==> config.mk <==
export PLATFORM = sky130hd
export DESIGN_NAME = osr_row_map_soft_scroll
export DESIGN_NICKNAME = d
export VERILOG_FILES = /design/src/verilog/osr_pkg.sv /design/src/verilog/osr_map_if.sv /design/src/verilog/osr_row_map_soft_scroll.sv /design/src/verilog/osr_map_mem.sv
export SDC_FILE = /design/constraint.sdc
export NUM_CORES = 1
export LEC_CHECK = 0
export BUFFER_PORTS_ARGS = -buffer_cell sky130_fd_sc_hd__buf_4
export CAP_MARGIN = 10
export CORE_UTILIZATION = 40
export DETAILED_ROUTE_END_ITERATION = 7
export PLACE_DENSITY_LB_ADDON = 0.05
export SLEW_MARGIN = 20
export SYNTH_ARGS = -nofsm -noshare
export SYNTH_HDL_FRONTEND = slang
export SYNTH_SLANG_ARGS = --single-unit
==> constraint.sdc <==
create_clock -name CLOCK_IN -period 6.2 [get_ports CLOCK_IN]
set_input_delay 0.31 -clock CLOCK_IN [delete_from_list [all_inputs] [get_ports CLOCK_IN]]
set_output_delay 0.31 -clock CLOCK_IN [all_outputs]
set_load 0.03 [all_outputs]
==> src/verilog/osr_pkg.sv <==
// Constants for the on-screen row map and soft scroll block
`default_nettype none
package osr_pkg;

  // Upper 32-kbyte external data space is the display section
  localparam logic [15:0] OSR_MAP_BASE_ADDR   = 16'h8000;
  localparam logic [15:0] OSR_MAP_LAST_ADDR   = 16'h801F;
  localparam logic [15:0] OSR_AREA_CTRL_ADDR  = 16'h87F6;
  localparam logic [15:0] OSR_RANGE_ADDR      = 16'h87F7;
  localparam logic [15:0] OSR_AUX_ADDR        = 16'h87F8;
  localparam logic [15:0] OSR_STATUS_ADDR     = 16'h87F9;
  localparam int          OSR_SPACE_BIT       = 15;

  // Scroll map word layout
  localparam int          OSR_MAP_WIDTH       = 12;
  localparam int          OSR_MAP_DEPTH       = 16;
  localparam int          OSR_MAP_EN_BIT      = 11;
  localparam int          OSR_MAP_PTR_MSB     = 9;
  localparam int          OSR_HI_NIBBLE_W     = 4;

  // Area control register fields
  localparam int          OSR_TOP_LSB         = 0;
  localparam int          OSR_HEIGHT_LSB      = 4;
  // Range register fields
  localparam int          OSR_FIRST_LSB       = 0;
  localparam int          OSR_LAST_LSB        = 4;
  // Status register fields
  localparam int          OSR_ST_ENABLE_BIT   = 0;
  localparam int          OSR_ST_START_BIT    = 1;
  localparam int          OSR_ST_DONE_BIT     = 2;
  localparam int          OSR_ST_INSCR_BIT    = 3;

  // Reset values
  localparam logic [7:0]  OSR_AREA_CTRL_RST   = 8'h00;
  localparam logic [7:0]  OSR_RANGE_RST       = 8'h00;
  localparam logic [7:0]  OSR_AUX_RST         = 8'h00;

  // Row timing
  localparam logic [3:0]  OSR_LINE_RELOAD     = 4'hC;
  localparam logic [3:0]  OSR_ROW_LAST        = 4'hF;

endpackage
`default_nettype wire

==> src/verilog/osr_map_if.sv <==
// Link between the row controller and the scroll map memory
`timescale 1ns/10ps
`default_nettype none
interface osr_map_if;
  logic        bus_we;
  logic        bus_lo;
  logic [3:0]  bus_addr;
  logic [7:0]  bus_wdata;
  logic [11:0] bus_rdata;
  logic [3:0]  disp_addr;
  logic [11:0] disp_rdata;

  modport ctrl (output bus_we, output bus_lo, output bus_addr, output bus_wdata, input bus_rdata,
                output disp_addr, input disp_rdata);
  modport mem  (input bus_we, input bus_lo, input bus_addr, input bus_wdata, output bus_rdata,
                input disp_addr, output disp_rdata);
endinterface
`default_nettype wire

==> src/verilog/osr_row_map_soft_scroll.sv <==
// Row addressing through the scroll map, with soft and hard scroll control
`timescale 1ns/10ps
`default_nettype none
// Operation
// - One static region on the main row counter and one scroll region, never overlapping.
// - Map index is main row outside scroll region, scroll row counter inside.
// - Inside the visible scroll region the map text enable flag is ignored.
// - Rows pushed past vertical sync stop output as if the frame finished.
// - Visible height beyond the allocated rows wraps the scroll counter, repeating rows.
// - While soft scrolling, first scroll row start line count drops once per frame.
// - At count zero, scroll row counter increments and line count reloads to twelve.
// - Writing one to the start bit scrolls; hardware clears it after one row.
// - Writing zero stops soft scroll and hard scrolls the region up one row.
// - Area enable resets to zero; when one, area position, height, range apply.
// - Four-bit top field places scroll region at row 0 to 15 of text area.
// - Four-bit height field plus one gives visible region rows, 1 to 16.
// - Writing the range register loads scroll counter with start row: a hard scroll.
// - Start row written during soft scroll is applied once that scroll step ends.
// - Scroll range bounded by four-bit start and stop row numbers, 0 to 15.
// - Scroll map is sixteen 12-bit words at byte addresses 8000H to 801FH.
// - Map word: bit 11 text enable, bit 10 reserved, bits 9..0 row pointer.
// - All registers and the map decode in the upper 32-kbyte external space.
// - Wide words are two bytes: even address low eight, odd low nibble upper four.
// - Reads return written values, except odd map bytes, whose upper four bits read zero, and the status register which shows live state.
module osr_row_map_soft_scroll
  import osr_pkg::*;
(
  input  wire logic        CLOCK_IN,
  input  wire logic        RST_B_IN,
  input  wire logic [15:0] ADDR_IN,
  input  wire logic [7:0]  WDATA_IN,
  input  wire logic        WR_IN,
  input  wire logic        RD_IN,
  output logic      [7:0]  RDATA_OUT,
  output logic             RDATA_VALID_OUT,
  input  wire logic        FRAME_START_IN,
  input  wire logic        TEXT_LINE_IN,
  input  wire logic        VSYNC_IN,
  output logic      [9:0]  ROW_PTR_OUT,
  output logic             ROW_TEXT_EN_OUT,
  output logic      [3:0]  ROW_LINE_OUT,
  output logic             ROW_IN_SCROLL_OUT,
  output logic             FRAME_DONE_OUT
);

  osr_map_if map_bus ();

  osr_map_mem #(
    .DEPTH (OSR_MAP_DEPTH),
    .WIDTH (OSR_MAP_WIDTH)
  ) u_map (
    .clk_in   (CLOCK_IN),
    .rst_b_in (RST_B_IN),
    .port     (map_bus.mem)
  );

  // Next scroll row with wrap from the stop row to the start row
  function automatic logic [3:0] wrap_inc(input logic [3:0] cur, input logic [3:0] first, input logic [3:0] last);
    logic [3:0] nxt;
    nxt = (cur == last) ? first : 4'(cur + 4'h1);
    return nxt;
  endfunction

  // Control registers and scroll state
  logic [7:0] area_ctrl_q, area_ctrl_d;
  logic [7:0] range_q,     range_d;
  logic [7:0] aux_q,       aux_d;
  logic       area_en_q,   area_en_d;
  logic       start_q,     start_d;
  logic       pend_q,      pend_d;
  logic [3:0] srow_q,      srow_d;
  logic [3:0] sline_q,     sline_d;
  logic [3:0] top_row;
  logic [3:0] height;
  logic [3:0] first_row;
  logic [3:0] last_row;

  assign top_row   = area_ctrl_q[OSR_TOP_LSB +: 4];
  assign height    = area_ctrl_q[OSR_HEIGHT_LSB +: 4];
  assign first_row = range_q[OSR_FIRST_LSB +: 4];
  assign last_row  = range_q[OSR_LAST_LSB +: 4];

  // Row timing and output state
  logic [3:0] row_q,    row_d;
  logic [3:0] line_q,   line_d;
  logic       done_q,   done_d;
  logic [3:0] dscr_q,   dscr_d;
  logic       in_q,     in_d;
  logic       load_q,   load_d;
  logic [9:0] ptr_q,    ptr_d;
  logic       act_q,    act_d;

  // Read path
  logic        rd_q;
  logic [15:0] raddr_q;
  logic [7:0]  rdata_q, rdata_d;
  logic        rvalid_q;

  logic        upper_space;
  logic        map_hit;

  // Upper space decode
  // upper half decode
  assign upper_space = ADDR_IN[OSR_SPACE_BIT];
  assign map_hit     = upper_space && ADDR_IN >= OSR_MAP_BASE_ADDR && ADDR_IN <= OSR_MAP_LAST_ADDR;

  assign map_bus.bus_we    = WR_IN && map_hit;
  assign map_bus.bus_lo    = !ADDR_IN[0];
  assign map_bus.bus_addr  = ADDR_IN[4:1];
  assign map_bus.bus_wdata = WDATA_IN;

  always_comb begin
    area_ctrl_d = area_ctrl_q;
    range_d     = range_q;
    aux_d       = aux_q;
    area_en_d   = area_en_q;
    start_d     = start_q;
    pend_d      = pend_q;
    srow_d      = srow_q;
    sline_d     = sline_q;
    if (FRAME_START_IN && start_q) begin
      if (sline_q == 4'h0) begin
        srow_d  = pend_q ? first_row : wrap_inc(srow_q, first_row, last_row);
        pend_d  = 1'b0;
        sline_d = OSR_LINE_RELOAD;
        start_d = 1'b0;
      end else begin
        sline_d = 4'(sline_q - 4'h1);
      end
    end
    if (WR_IN && upper_space) begin
      case (ADDR_IN)
        OSR_AREA_CTRL_ADDR: begin
          area_ctrl_d = WDATA_IN;
        end
        OSR_RANGE_ADDR: begin
          range_d = WDATA_IN;
          if (start_q) begin
            pend_d = 1'b1;
          end else begin
            srow_d = WDATA_IN[OSR_FIRST_LSB +: 4];
          end
        end
        OSR_AUX_ADDR: begin
          aux_d = WDATA_IN;
        end
        OSR_STATUS_ADDR: begin
          area_en_d = WDATA_IN[OSR_ST_ENABLE_BIT];
          if (WDATA_IN[OSR_ST_START_BIT]) begin
            start_d = 1'b1;
          end else begin
            start_d = 1'b0;
            pend_d  = 1'b0;
            sline_d = OSR_LINE_RELOAD;
            srow_d  = pend_q ? first_row
                             : wrap_inc(srow_q, first_row, last_row);
          end
        end
        default: begin
          area_ctrl_d = area_ctrl_q;
        end
      endcase
    end
  end

  always_ff @(posedge CLOCK_IN or negedge RST_B_IN) begin
    if (!RST_B_IN) begin
      area_ctrl_q <= OSR_AREA_CTRL_RST;
      range_q     <= OSR_RANGE_RST;
      aux_q       <= OSR_AUX_RST;
      area_en_q   <= 1'b0;
      start_q     <= 1'b0;
      pend_q      <= 1'b0;
      srow_q      <= 4'h0;
      sline_q     <= OSR_LINE_RELOAD;
    end else begin
      area_ctrl_q <= area_ctrl_d;
      range_q     <= range_d;
      aux_q       <= aux_d;
      area_en_q   <= area_en_d;
      start_q     <= start_d;
      pend_q      <= pend_d;
      srow_q      <= srow_d;
      sline_q     <= sline_d;
    end
  end

  // Row sequencing
  logic       begin_row;
  logic [3:0] nrow;
  logic       in_reg;
  logic [3:0] row_ofs;

  always_comb begin
    row_d     = row_q;
    line_d    = line_q;
    done_d    = done_q;
    dscr_d    = dscr_q;
    in_d      = in_q;
    load_d    = 1'b0;
    ptr_d     = ptr_q;
    act_d     = act_q;
    begin_row = 1'b0;
    nrow      = row_q;
    if (FRAME_START_IN) begin
      nrow      = 4'h0;
      begin_row = 1'b1;
      done_d    = 1'b0;
    end else if (TEXT_LINE_IN && !done_q) begin
      if (line_q == 4'h0) begin
        if (row_q == OSR_ROW_LAST) begin
          done_d = 1'b1;
        end else begin
          nrow      = 4'(row_q + 4'h1);
          begin_row = 1'b1;
        end
      end else begin
        line_d = 4'(line_q - 4'h1);
      end
    end
    if (VSYNC_IN && !FRAME_START_IN) begin
      done_d    = 1'b1;
      begin_row = 1'b0;
    end
    row_ofs = 4'(nrow - top_row);
    in_reg  = area_en_q && (nrow >= top_row) && (row_ofs <= height);
    if (begin_row) begin
      row_d  = nrow;
      in_d   = in_reg;
      load_d = 1'b1;
      line_d = (in_reg && start_q && nrow == top_row) ? sline_q : OSR_LINE_RELOAD;
      if (in_reg) begin
        dscr_d = (nrow == top_row) ? srow_q : wrap_inc(dscr_q, first_row, last_row);
      end
    end
    if (load_q) begin
      ptr_d = map_bus.disp_rdata[OSR_MAP_PTR_MSB:0];
      act_d = in_q || map_bus.disp_rdata[OSR_MAP_EN_BIT];
    end
    if (done_d) begin
      act_d = 1'b0;
    end
  end

  assign map_bus.disp_addr = in_reg ? dscr_d : nrow;

  always_ff @(posedge CLOCK_IN or negedge RST_B_IN) begin
    if (!RST_B_IN) begin
      row_q  <= 4'h0;
      line_q <= OSR_LINE_RELOAD;
      done_q <= 1'b1;
      dscr_q <= 4'h0;
      in_q   <= 1'b0;
      load_q <= 1'b0;
      ptr_q  <= 10'h000;
      act_q  <= 1'b0;
    end else begin
      row_q  <= row_d;
      line_q <= line_d;
      done_q <= done_d;
      dscr_q <= dscr_d;
      in_q   <= in_d;
      load_q <= load_d;
      ptr_q  <= ptr_d;
      act_q  <= act_d;
    end
  end

  // Register and map read-back
  always_comb begin
    rdata_d = rdata_q;
    if (rd_q) begin
      if (raddr_q >= OSR_MAP_BASE_ADDR && raddr_q <= OSR_MAP_LAST_ADDR) begin
        rdata_d = raddr_q[0] ? {4'h0, map_bus.bus_rdata[11:8]} : map_bus.bus_rdata[7:0];
      end else begin
        case (raddr_q)
          OSR_AREA_CTRL_ADDR: rdata_d = area_ctrl_q;
          OSR_RANGE_ADDR:     rdata_d = range_q;
          OSR_AUX_ADDR:       rdata_d = aux_q;
          OSR_STATUS_ADDR:    rdata_d = {4'h0, in_q, done_q, start_q, area_en_q};
          default:            rdata_d = 8'h00;
        endcase
      end
    end
  end

  always_ff @(posedge CLOCK_IN or negedge RST_B_IN) begin
    if (!RST_B_IN) begin
      rd_q     <= 1'b0;
      raddr_q  <= 16'h0000;
      rdata_q  <= 8'h00;
      rvalid_q <= 1'b0;
    end else begin
      rd_q     <= RD_IN && upper_space;
      raddr_q  <= ADDR_IN;
      rdata_q  <= rdata_d;
      rvalid_q <= rd_q;
    end
  end

  assign RDATA_OUT         = rdata_q;
  assign RDATA_VALID_OUT   = rvalid_q;
  assign ROW_PTR_OUT       = ptr_q;
  assign ROW_TEXT_EN_OUT   = act_q;
  assign ROW_LINE_OUT      = line_q;
  assign ROW_IN_SCROLL_OUT = in_q;
  assign FRAME_DONE_OUT    = done_q;

endmodule
`default_nettype wire

==> src/verilog/osr_map_mem.sv <==
// Sixteen-word scroll map with byte writes and two registered read ports
`timescale 1ns/10ps
`default_nettype none
module osr_map_mem
  import osr_pkg::*;
#(
  parameter int DEPTH = OSR_MAP_DEPTH,
  parameter int WIDTH = OSR_MAP_WIDTH
) (
  input  wire logic clk_in,
  input  wire logic rst_b_in,
  osr_map_if.mem    port
);

  if (DEPTH != 16 || WIDTH != 12) begin : g_bad
    $error("osr_map_mem supports only 16 words of 12 bits");
  end

  logic [WIDTH-1:0] word_q [DEPTH];
  logic [WIDTH-1:0] word_d [DEPTH];
  logic [WIDTH-1:0] bus_rd_q;
  logic [WIDTH-1:0] disp_rd_q;

  // Even byte loads bits 7..0, odd byte loads bits 11..8 from its low nibble
  for (genvar i = 0; i < DEPTH; i++) begin : g_word
    always_comb begin
      word_d[i] = word_q[i];
      if (port.bus_we && port.bus_addr == 4'(i)) begin
        if (port.bus_lo) begin
          word_d[i][7:0] = port.bus_wdata;
        end else begin
          word_d[i][WIDTH-1:8] = port.bus_wdata[OSR_HI_NIBBLE_W-1:0];
        end
      end
    end
    always_ff @(posedge clk_in or negedge rst_b_in) begin
      if (!rst_b_in) begin
        word_q[i] <= '0;
      end else begin
        word_q[i] <= word_d[i];
      end
    end
  end

  always_ff @(posedge clk_in or negedge rst_b_in) begin
    if (!rst_b_in) begin
      bus_rd_q  <= '0;
      disp_rd_q <= '0;
    end else begin
      bus_rd_q  <= word_q[port.bus_addr];
      disp_rd_q <= word_q[port.disp_addr];
    end
  end

  assign port.bus_rdata  = bus_rd_q;
  assign port.disp_rdata = disp_rd_q;

endmodule
`default_nettype wire

; ---- Word-level counts from Yosys, hierarchy flattened
; Cells that the tools add are included.
; W data, S select, Z words.
[totals]
wordCells = 234
output_inout_bits = 26
reg_bits = 303
input_bits = 31
[op_classes]
addsub = 6
n_reduce_logical = 74
n_eq_ne = 29
n_bitwise = 3
order_cmp = 8
n_mux = 60
[op_table]
columns = op, n
row1 = $eq A16 B16 Y1 const B, 8
row2 = $mux W4, 26
row3 = $bmux W12 S4, 2
row4 = $reduce_and A2 Y1, 36
row5 = $mux W12, 4
row6 = $eq A4 B4 Y1 const B, 9
row7 = $ge A16 B16 Y1 const B, 2
row8 = $le A16 B16 Y1 const B, 2
row9 = $pmux W8 S4, 1
row10 = $logic_and A1 B1 Y1, 29
row11 = $mux W1, 23
row12 = $eq A4 B3 Y1 const B, 4
row13 = $mux W8, 2
row14 = $add A4 B1 Y4 const B, 3
row15 = $eq A4 B4 Y1, 3
row16 = $logic_not A4 Y1, 3
row17 = $ge A5 B5 Y1 const B, 2
row18 = $not A4 Y5, 2
row19 = $eq A4 B2 Y1 const B, 2
row20 = $pmux W4 S2, 1
row21 = $sub A4 B1 Y4 const B, 2
row22 = $eq A4 B1 Y1 const B, 1
row23 = $ge A4 B4 Y1, 1
row24 = $le A4 B4 Y1, 1
row25 = 9 further kinds, 11

; ---- Logic depth before layout (Yosys ltp)
; Gate-level depths: netlist of the first run.
[logic_depth]
word_depth = 15
mapped_depth = 24

; ---- Hierarchy
; From an unflattened synthesis of the first run, not the netlist that was laid out.
[unflattened]
cells_unflattened = 1090
hier_area_um2 = 15344.7
[modules_own_cells]
columns = module, cells_per_inst, n_inst, area_each_um2
row1 = osr_map_mem, 682, 1, 10904.2
row2 = osr_row_map_soft_scroll, 408, 1, 4440.5

; ---- Worst setup path after synthesis of the first run
; OpenSTA, ideal clock, no wires.
[synth_path]
path_kind = register to register
from = reg line_q[0] (netlist: ROW_LINE_OUT[0])
to = reg u_map.disp_rd_q[1] (netlist: u_map.port.disp_rdata[1])
synth_period_minus_slack_ns = 4.895
path_buffers = 5
setup_ns = 0.096
arrival_ns = 4.800
path_slack_ns = 1.305
stages_incl_launch_ff = 24
cell_sequence = dfrtp_1 > inv_1 > ha_1 > or3b_1 > buf_2 > nor3_2 > mux2i_1 > nor2_1 > ha_1 > a21o_1 > a21oi_1 > xnor2_1 > ha_1 > and4b_1 > a211oi_1 > o211a_1 > buf_2 > mux2_2 > buf_6 > buf_6 > buf_6 > mux2i_1 > a22o_1 > nor4_2
[synth_between]
elab_chain_len = 14
[synth_rtl]
columns = element, line_no
row1 = "start, declared", osr_row_map_soft_scroll.sv:85  ; logic [3:0] line_q, line_d;
row2 = "start signal, assigned", osr_row_map_soft_scroll.sv:259  ; line_q <= line_d;
row3 = $logic_not A4 Y1 *, osr_row_map_soft_scroll.sv:210  ; if (line_q == 4'h0) begin
row4 = $mux W4 *, osr_row_map_soft_scroll.sv:210
row5 = $mux W4 *, osr_row_map_soft_scroll.sv:209  ; end else if (TEXT_LINE_IN && !done_q) begin
row6 = $mux W4 *, osr_row_map_soft_scroll.sv:205  ; if (FRAME_START_IN) begin
row7 = named net nrow[1], osr_row_map_soft_scroll.sv:190  ; logic [3:0] nrow;
row8 = $sub A4 B4 Y4 or $ge A4 B4 Y1 (tied branches), "osr_row_map_soft_scroll.sv:225, osr_row_map_soft_scroll.sv:226"
row9 = $le A4 B4 Y1 or $logic_and A1 B1 Y1 (tied branches), osr_row_map_soft_scroll.sv:226  ; in_reg = area_en_q && (nrow >= top_row) && (row_ofs <= height);
row10 = $logic_and A1 B1 Y1, osr_row_map_soft_scroll.sv:226
row11 = $mux W4, osr_row_map_soft_scroll.sv:232  ; if (in_reg) begin
row12 = $mux W4, osr_row_map_soft_scroll.sv:227  ; if (begin_row) begin
row13 = $mux W4 *, osr_row_map_soft_scroll.sv:245  ; assign map_bus.disp_addr = in_reg ? dscr_d : nrow;
row14 = $not A4 Y5 (implied by the code) *, osr_map_mem.sv:51  ; disp_rd_q <= word_q[port.disp_addr];
row15 = $bmux W12 S4 *, osr_map_mem.sv:51
row16 = $mux W12 (implied by the code) * (2 in series), osr_map_mem.sv:51
row17 = "end signal, assigned", osr_map_mem.sv:51
row18 = "end, declared", osr_map_mem.sv:22  ; logic [WIDTH-1:0] disp_rd_q;
; Mark *: on every way through the listed nets, which the timed path passes. The rest lies on a longest branch. The select of a mux whose other input is x is not followed.
; A chain may end at the register's enable or synchronous reset.

; ---- Worst setup path after layout of the first run
[layout_path]
from = reg line_q[0] (netlist: ROW_LINE_OUT[0])
to = reg u_map.disp_rd_q[5] (netlist: u_map.port.disp_rdata[5])
; Same word-level chain as after synthesis.

==> key figures, run 1 <==
Critical path
  – Slowest CP cell: nand3_1
  – CP required: 6600 ps
  – Worst Setup End Kind: flip-flop
  – CP Launch Type: flip-flop
  – Most used cell, CP: ha_1
  – Critical path peak fanout: 11
  – CP cell instances: inv_1 -> ha_1 -> or3b_1 -> nor3_2 -> mux2i_1 -> nor2_1 -> ha_1 -> a21o_1 -> a21oi_1 -> xnor2_1 -> ha_1 -> and4b_1 -> a211oi_1 -> o211a_1 -> nor3_1 -> a311oi_1 -> nand3_1 -> o22ai_1 -> nor4_2
  – WP data arrival: 5910 ps
  – Largest stage delay, worst path: 580 ps
  – Critical path class: flip-flop to flip-flop

Clocking
  – Clk_lat worst skew: 520 ps
  – Clock buffer depth: 3
  – CTS tree: yes
  – Post-CTS sizing: 0
  – Clk root buf: clkbuf_16
  – Postcts setup bufs: 0
  – Clock sink total: 302
  – Post-CTS Hold Fix Bufs: 13
  – Num CTS Buffers: 37
  – H-tree depth: 2
  – Clock transition at path regs: 60 ps

Power and ir drop
  – Peak supply drop: 0.123 mV
  – Power Dens Cells: 241 nW/um^2
  – Power, Total: 4.24 mW
  – Static Leak: 8.43 nW

Outcome
  – Status: finished, final reports clean

Drt
  – Post-DRT Antenna Nets: 0
  – Post-route DRC violation count: 0
  – DR WL/cell: 24.9 um
  – Drt first pass iters: 5
  – DR vias/cell: 5.72
  – Initial DRC count: 582
  – Vias: 10,000
  – Routed wire length: 43,600 um

Die
  – Number of top-level pins: 57
  – Height of the die: 199 um
  – Die area: 39,600 sq um
  – Core ar.: 37,900 sq um
  – Row Count: 71
  – Starting density of the core: 0.410
  – Die X: 199 um

Logic synthesis
  – Mapped cell area: 15,500 sq um
  – Synthesized instance count: 1,177
  – Most frequent cells after synthesis: 297 x dfrtp_1, 276 x mux2_2, 60 x mux4_2, 59 x mux2i_1, 53 x nor2_1
  – Post-synthesis sequential area ratio: 0.487
  – Yosys reg bits: 302
  – YS warnings: 0
  – Area leader, netlist: dfrtp_1
  – Synth Area per Inst: 13.2 sq um
  – Share of synthesized flip-flops with an asynchronous set or reset: 1.00
  – Post-synth top flop: dfrtp_1
  – Post-synth EDFFs: 0
  – Synth area leaders: dfrtp_1 48%, mux2_2 20%, mux4_2 8.7%, mux2i_1 3.8%, nor2_1 1.3%
  – Top-count cell post-synth: dfrtp_1
  – Distinct cells, synth: 66
  – Synthesized Nets: 1,222
  – Synth top area share: 0.478

STA
  – Fin crit share: 0.888
  – Clk_skew: 15.9 ps
  – Final Setup Violations: 0
  – Slew Limit Fails: 0
  – RSZ-0062 raised after global routing: false
  – Max_slew headroom: 0.326
  – Final setup TNS: 0 ps
  – Final hold violations: 0
  – Fmax: 182 MHz
  – Tightest Pin Transition: 1010 ps
  – Fin crit period: 5510 ps

Global routing
  – First-pass GRT wire length: 66,700 um
  – Total Routing Usage GR: 0.228
  – Overflow after GRT: 0
  – Initial antenna violation count: 0
  – Largest net degree at the start of global routing: 153
  – Vias in the first global route: 10,300

Layout
  – FF/Latch Area: 7560 sq um
  – Nets: 1,261
  – Share of cells above drive strength 1: 0.394
  – Area occupied by multi-input gates: 7520 sq um
  – Layout area overhead: 13.2%
  – ANT cells: 0
  – Number of fill cells in the layout: 3,422

Min path
  – HP Class: input port to flip-flop

Placement
  – DP Wirelength: 29,100 um
  – I/O Buffers: 56
  – Gpl congestion: 0.813

Job
  – Max cap viols: 0
-- placed cells by master, fill, tap and decap left out, types with 5 or more instances in the layout --
| cell type | n |
|---|---|
| dfrtp_1 | 297 |
| mux2_2 | 275 |
| buf_4 | 67 |
| mux4_2 | 60 |
| mux2i_1 | 59 |
| nor2_1 | 53 |
| nand2_1 | 44 |
| clkbuf_16 | 37 |
| o21ai_0 | 23 |
| a22o_1 | 22 |
| o22ai_1 | 22 |
| nand3_1 | 21 |
| inv_1 | 19 |
| a21oi_1 | 15 |
| nor3_1 | 14 |
| ha_1 | 13 |
| dlygate4sd3_1 | 13 |
| clkbuf_1 | 10 |
| xor2_1 | 9 |
| xnor2_1 | 9 |
| nor4_2 | 9 |
| and3_1 | 8 |
| nor4_1 | 8 |
| clkbuf_8 | 8 |
| clkinv_2 | 8 |
| nand2b_1 | 7 |
| a31oi_1 | 7 |
| nand4_1 | 6 |
| and2_1 | 6 |
| dfstp_2 | 5 |
| a21o_1 | 5 |
| o211ai_1 | 5 |
| o31ai_1 | 5 |
-- final timing paths --
kind                                              start                                  to  slack [ps]  cells past startpoint
max                         ROW_LINE_OUT[0]$_DFFE_PN0P_  u_map.port.disp_rdata[5]$_DFF_PN0_         690                     19
min                                      FRAME_START_IN            FRAME_DONE_OUT$_DFF_PN1_          60                      2
max reg2reg                 ROW_LINE_OUT[0]$_DFFE_PN0P_  u_map.port.disp_rdata[5]$_DFF_PN0_         690                     19
min reg2reg                u_map.word_q[58]$_DFFE_PN0P_        u_map.word_q[58]$_DFFE_PN0P_         500                      1
max in group asynchronous                      RST_B_IN        u_map.word_q[90]$_DFFE_PN0P_        4440                      3
min in group asynchronous                      RST_B_IN           RDATA_VALID_OUT$_DFF_PN0_         390                      2
-- stage by stage --
step / utilization / instances / area, sq um / setup slack, ps / hold slack [ps]
floorplan: - / 1177 / 15500 / 1300 / 14.4
global placement: 0.431 / 1675 / 16400 / 885 / 379
detailed placement: 0.431 / 1675 / 16400 / 730 / 386
CTS: 0.464 / 1751 / 17600 / 712 / 38.6
global route: 0.464 / 1751 / 17600 / 349 / 40.5
finish: 0.464 / 1751 / 17600 / 695 / 64.1
-- worst max-delay path: cells and delay by family (launching register included) --
family / cells / cell delay [ps]
AND/OR/NAND/NOR: 7 / 1770
XOR/XNOR: 1 / 140
multiplexers: 1 / 280
buffers and inverters: 1 / 120
adder cells (fa/ha/maj): 3 / 760
AO/OA/AOI/OAI: 6 / 1910
flip-flops: 1 / 390
-- sequential cells by signal, summed over array words and instances, names as in the netlist, 8 cells and up --
signal and cells:
area_ctrl_q 8, u_map.port.disp_rdata 11, range_q 8, raddr_q 16
ROW_PTR_OUT 10, u_map.word_q 192, RDATA_OUT 8, aux_q 8
u_map.port.bus_rdata 12
-- power by group --
part	total (mW)	internal (mW)	switching [mW]
Combinational	0.224	0.0710	0.153
Clock	2.01	1.19	0.819
Sequential	2.01	1.99	0.0174
Total	4.24	3.25	0.990
-- cells by family after synthesis --
| family | count (synthesis) | share of synthesized area |
|---|---|---|
| xor gates and xnor gates | 18 | 0.0101 |
| DFF | 302 | 0.487 |
| AOI/OAI and AO/OA | 134 | 0.0618 |
| adders and majority gates | 14 | 0.0118 |
| buffers and inverters | 103 | 0.0297 |
| muxes | 396 | 0.326 |
| and+or+nand+nor | 210 | 0.0738 |
-- layout make-up --
type | count | area share
Sequential cell | 302 | 0.430
Inverter | 20 | 0.00427
Clock inverter | 8 | 0.00228
Timing Repair Buffer | 83 | 0.0391
Clock buffer | 55 | 0.0610
Tap cell | 511 | 0.0363
Multi-Input combinational cell | 772 | 0.427
-- per-layer routing --
metal	up-vias	global-route usage	share of wire
met5	-	0	0
met4	0	0.0621	0.022
met3	61	0.0398	0.044
met2	242	0.363	0.47
met1	5220	0.321	0.46
li1	4492	-	-
(Power assumes the default switching activity.)
==> inputs of run 2 (changes only) <==
==> constraint.sdc (replaced) <==
create_clock -name CLOCK_IN -period 5.7 [get_ports CLOCK_IN]
set_input_delay 0.285 -clock CLOCK_IN [delete_from_list [all_inputs] [get_ports CLOCK_IN]]
set_output_delay 0.285 -clock CLOCK_IN [all_outputs]
set_load 0.03 [all_outputs]
==> run 2 against run 1 <==
Clock skew decreased by 1.5 ps. First-iteration DRC count decreased by 1.5%. Wire length decreased by 3.6%. Final area increased by 2.0%. Worst hold slack got worse by 31 ps. Sequential share of layout area decreased by 0.83 points. Die area unchanged. Flip-flop and latch count unchanged. Critical path type unchanged.
==> key figures, run 2 (synthesized netlist as in run 1, its figures left out) <==
Outcome
  – Status: finished, final reports clean

Layout
  – Commonest non-fill, non-tap cell in the layout: dfrtp_1
  – Max FFs per register: 192
  – Most frequent cells in the layout: 297 x dfrtp_1, 275 x mux2_2, 72 x buf_4
  – Nets: 1,272
  – Share of cells above drive strength 1: 0.406
  – Number of fill cells in the layout: 3,418
  – Layout area overhead: 15.5%
  – Register name with the most flops: u_map.word_q
  – ANT cells: 0
  – Final instance area: 17,900 sq um

Die
  – Row Count: 71
  – Number of top-level pins: 57
  – Core ar.: 37,900 sq um
  – Starting density of the core: 0.410
  – Height of the die: 199 um
  – Die X: 199 um
  – Die area: 39,600 sq um

STA
  – Final hold violations: 0
  – Fin crit period: 5290 ps
  – RSZ-0062 raised after global routing: false
  – Fin crit share: 0.928
  – Fmax: 189 MHz
  – Max_slew headroom: 0.364
  – Final Setup Violations: 0
  – Tightest Pin Transition: 954 ps
  – Slew Limit Fails: 0
  – Final setup TNS: 0 ps
  – Hold_ws: 33.0 ps
  – Clk_skew: 14.4 ps

Power and ir drop
  – Power, Total: 4.90 mW
  – Power Dens Cells: 273 nW/um^2
  – Peak supply drop: 0.135 mV
  – Static Leak: 8.59 nW

Job
  – Max cap viols: 0

Global routing
  – First-pass GRT wire length: 65,000 um
  – Overflow after GRT: 0
  – Vias in the first global route: 10,200
  – Initial antenna violation count: 0
  – Total Routing Usage GR: 0.220
  – Largest net degree at the start of global routing: 109

Critical path
  – CP Launch Type: flip-flop
  – Critical path class: flip-flop to flip-flop
  – CP required: 6100 ps
  – Critical path peak fanout: 8
  – Reg2reg path depth: 20
  – Worst Setup End Kind: flip-flop
  – WP data arrival: 5690 ps

Min path
  – Hold path depth: 2
  – HP Class: input port to flip-flop

Clocking
  – Clk root buf: clkbuf_16
  – CTS tree: yes
  – H-tree depth: 2
  – Clock sink total: 302
  – Clock transition at path regs: 60 ps
  – Clk_lat worst skew: 530 ps
  – Num CTS Buffers: 37
  – Clock buffer depth: 3

Drt
  – DR vias/cell: 5.69
  – Drt first pass iters: 5
  – Vias: 10,000
  – Post-route DRC violation count: 0
  – Initial DRC count: 573
  – DR WL/cell: 23.9 um
  – Post-DRT Antenna Nets: 0
  – Routed wire length: 42,000 um

Placement
  – I/O Buffers: 56
  – DP Area: 16,400 sq um
  – Gpl congestion: 0.822
  – DP Wirelength: 28,700 um
-- run 2: stage by stage --
stage                     setup slack (ps)  cells  utilization
after floorplan                        805   1177            -
after global placement                 280   1681        0.433
after detailed placement               178   1681        0.433
after CTS                              146   1759        0.471
after global routing                  39.8   1763        0.473
final                                  409   1763        0.473
-- run 2: critical path, stage by stage (launching register included) --
cell	delay, ps
dfrtp_1	390
inv_1	110
ha_1	170
or3b_1	450
nor3_2	220
mux2i_1	290
nor2_1	110
ha_1	320
a21o_1	160
a21oi_1	170
xnor2_1	140
ha_1	270
and4b_1	190
a211oi_1	310
o211a_1	380
nor2b_1	120
a311o_1	390
nor3_2	500
buf_4	250
a22o_1	150
nor4_2	40
-- run 2: area by class of cell --
cell class | count | area, sq um | area share
sequential | 302 | 7560 | 0.422
multi-input combinational | 772 | 7540 | 0.420
clock buffer | 52 | 1090 | 0.0610
timing repair buffer | 94 | 843 | 0.0470
tap | 511 | 639 | 0.0356
clock inverter | 12 | 189 | 0.0105
inverter | 20 | 75.1 | 0.00418
-- run 2: report_power, final --
part / switching (mW) / internal [mW]
Combinational: 0.164 / 0.0816
Sequential: 0.0191 / 2.16
Clock: 0.914 / 1.56
Total: 1.10 / 3.80
-- run 2: what timing repair did --
item                                    4_1_cts  5_1_grt
setup buffers                                 0        3
endpoints found under the setup margin        0       11
gates resized for setup                       0        4
hold buffers                                 14        0
hold endpoints to repair                     76        0
-- run 2: worst paths after layout --
path                                               startpoint                            endpoint  slack, ps
min in group asynchronous                            RST_B_IN                raddr_q[9]$_DFF_PN0_        320
setup / recovery                  ROW_LINE_OUT[0]$_DFFE_PN0P_  u_map.port.disp_rdata[8]$_DFF_PN0_        410
setup reg to reg                  ROW_LINE_OUT[0]$_DFFE_PN0P_  u_map.port.disp_rdata[8]$_DFF_PN0_        410
hold / removal                                 FRAME_START_IN            FRAME_DONE_OUT$_DFF_PN1_         30
hold reg to reg            u_map.port.disp_rdata[6]$_DFF_PN0_          ROW_PTR_OUT[6]$_DFFE_PN0P_        500
max in group asynchronous                            RST_B_IN         u_map.word_q[2]$_DFFE_PN0P_       4030
-- run 2: routing by layer --
layer	GRT usage	up-vias	share of wire
met5	0	-	0
met4	0.0635	0	0.022
met3	0.0390	50	0.045
met2	0.349	195	0.47
met1	0.308	5268	0.47
li1	-	4516	-
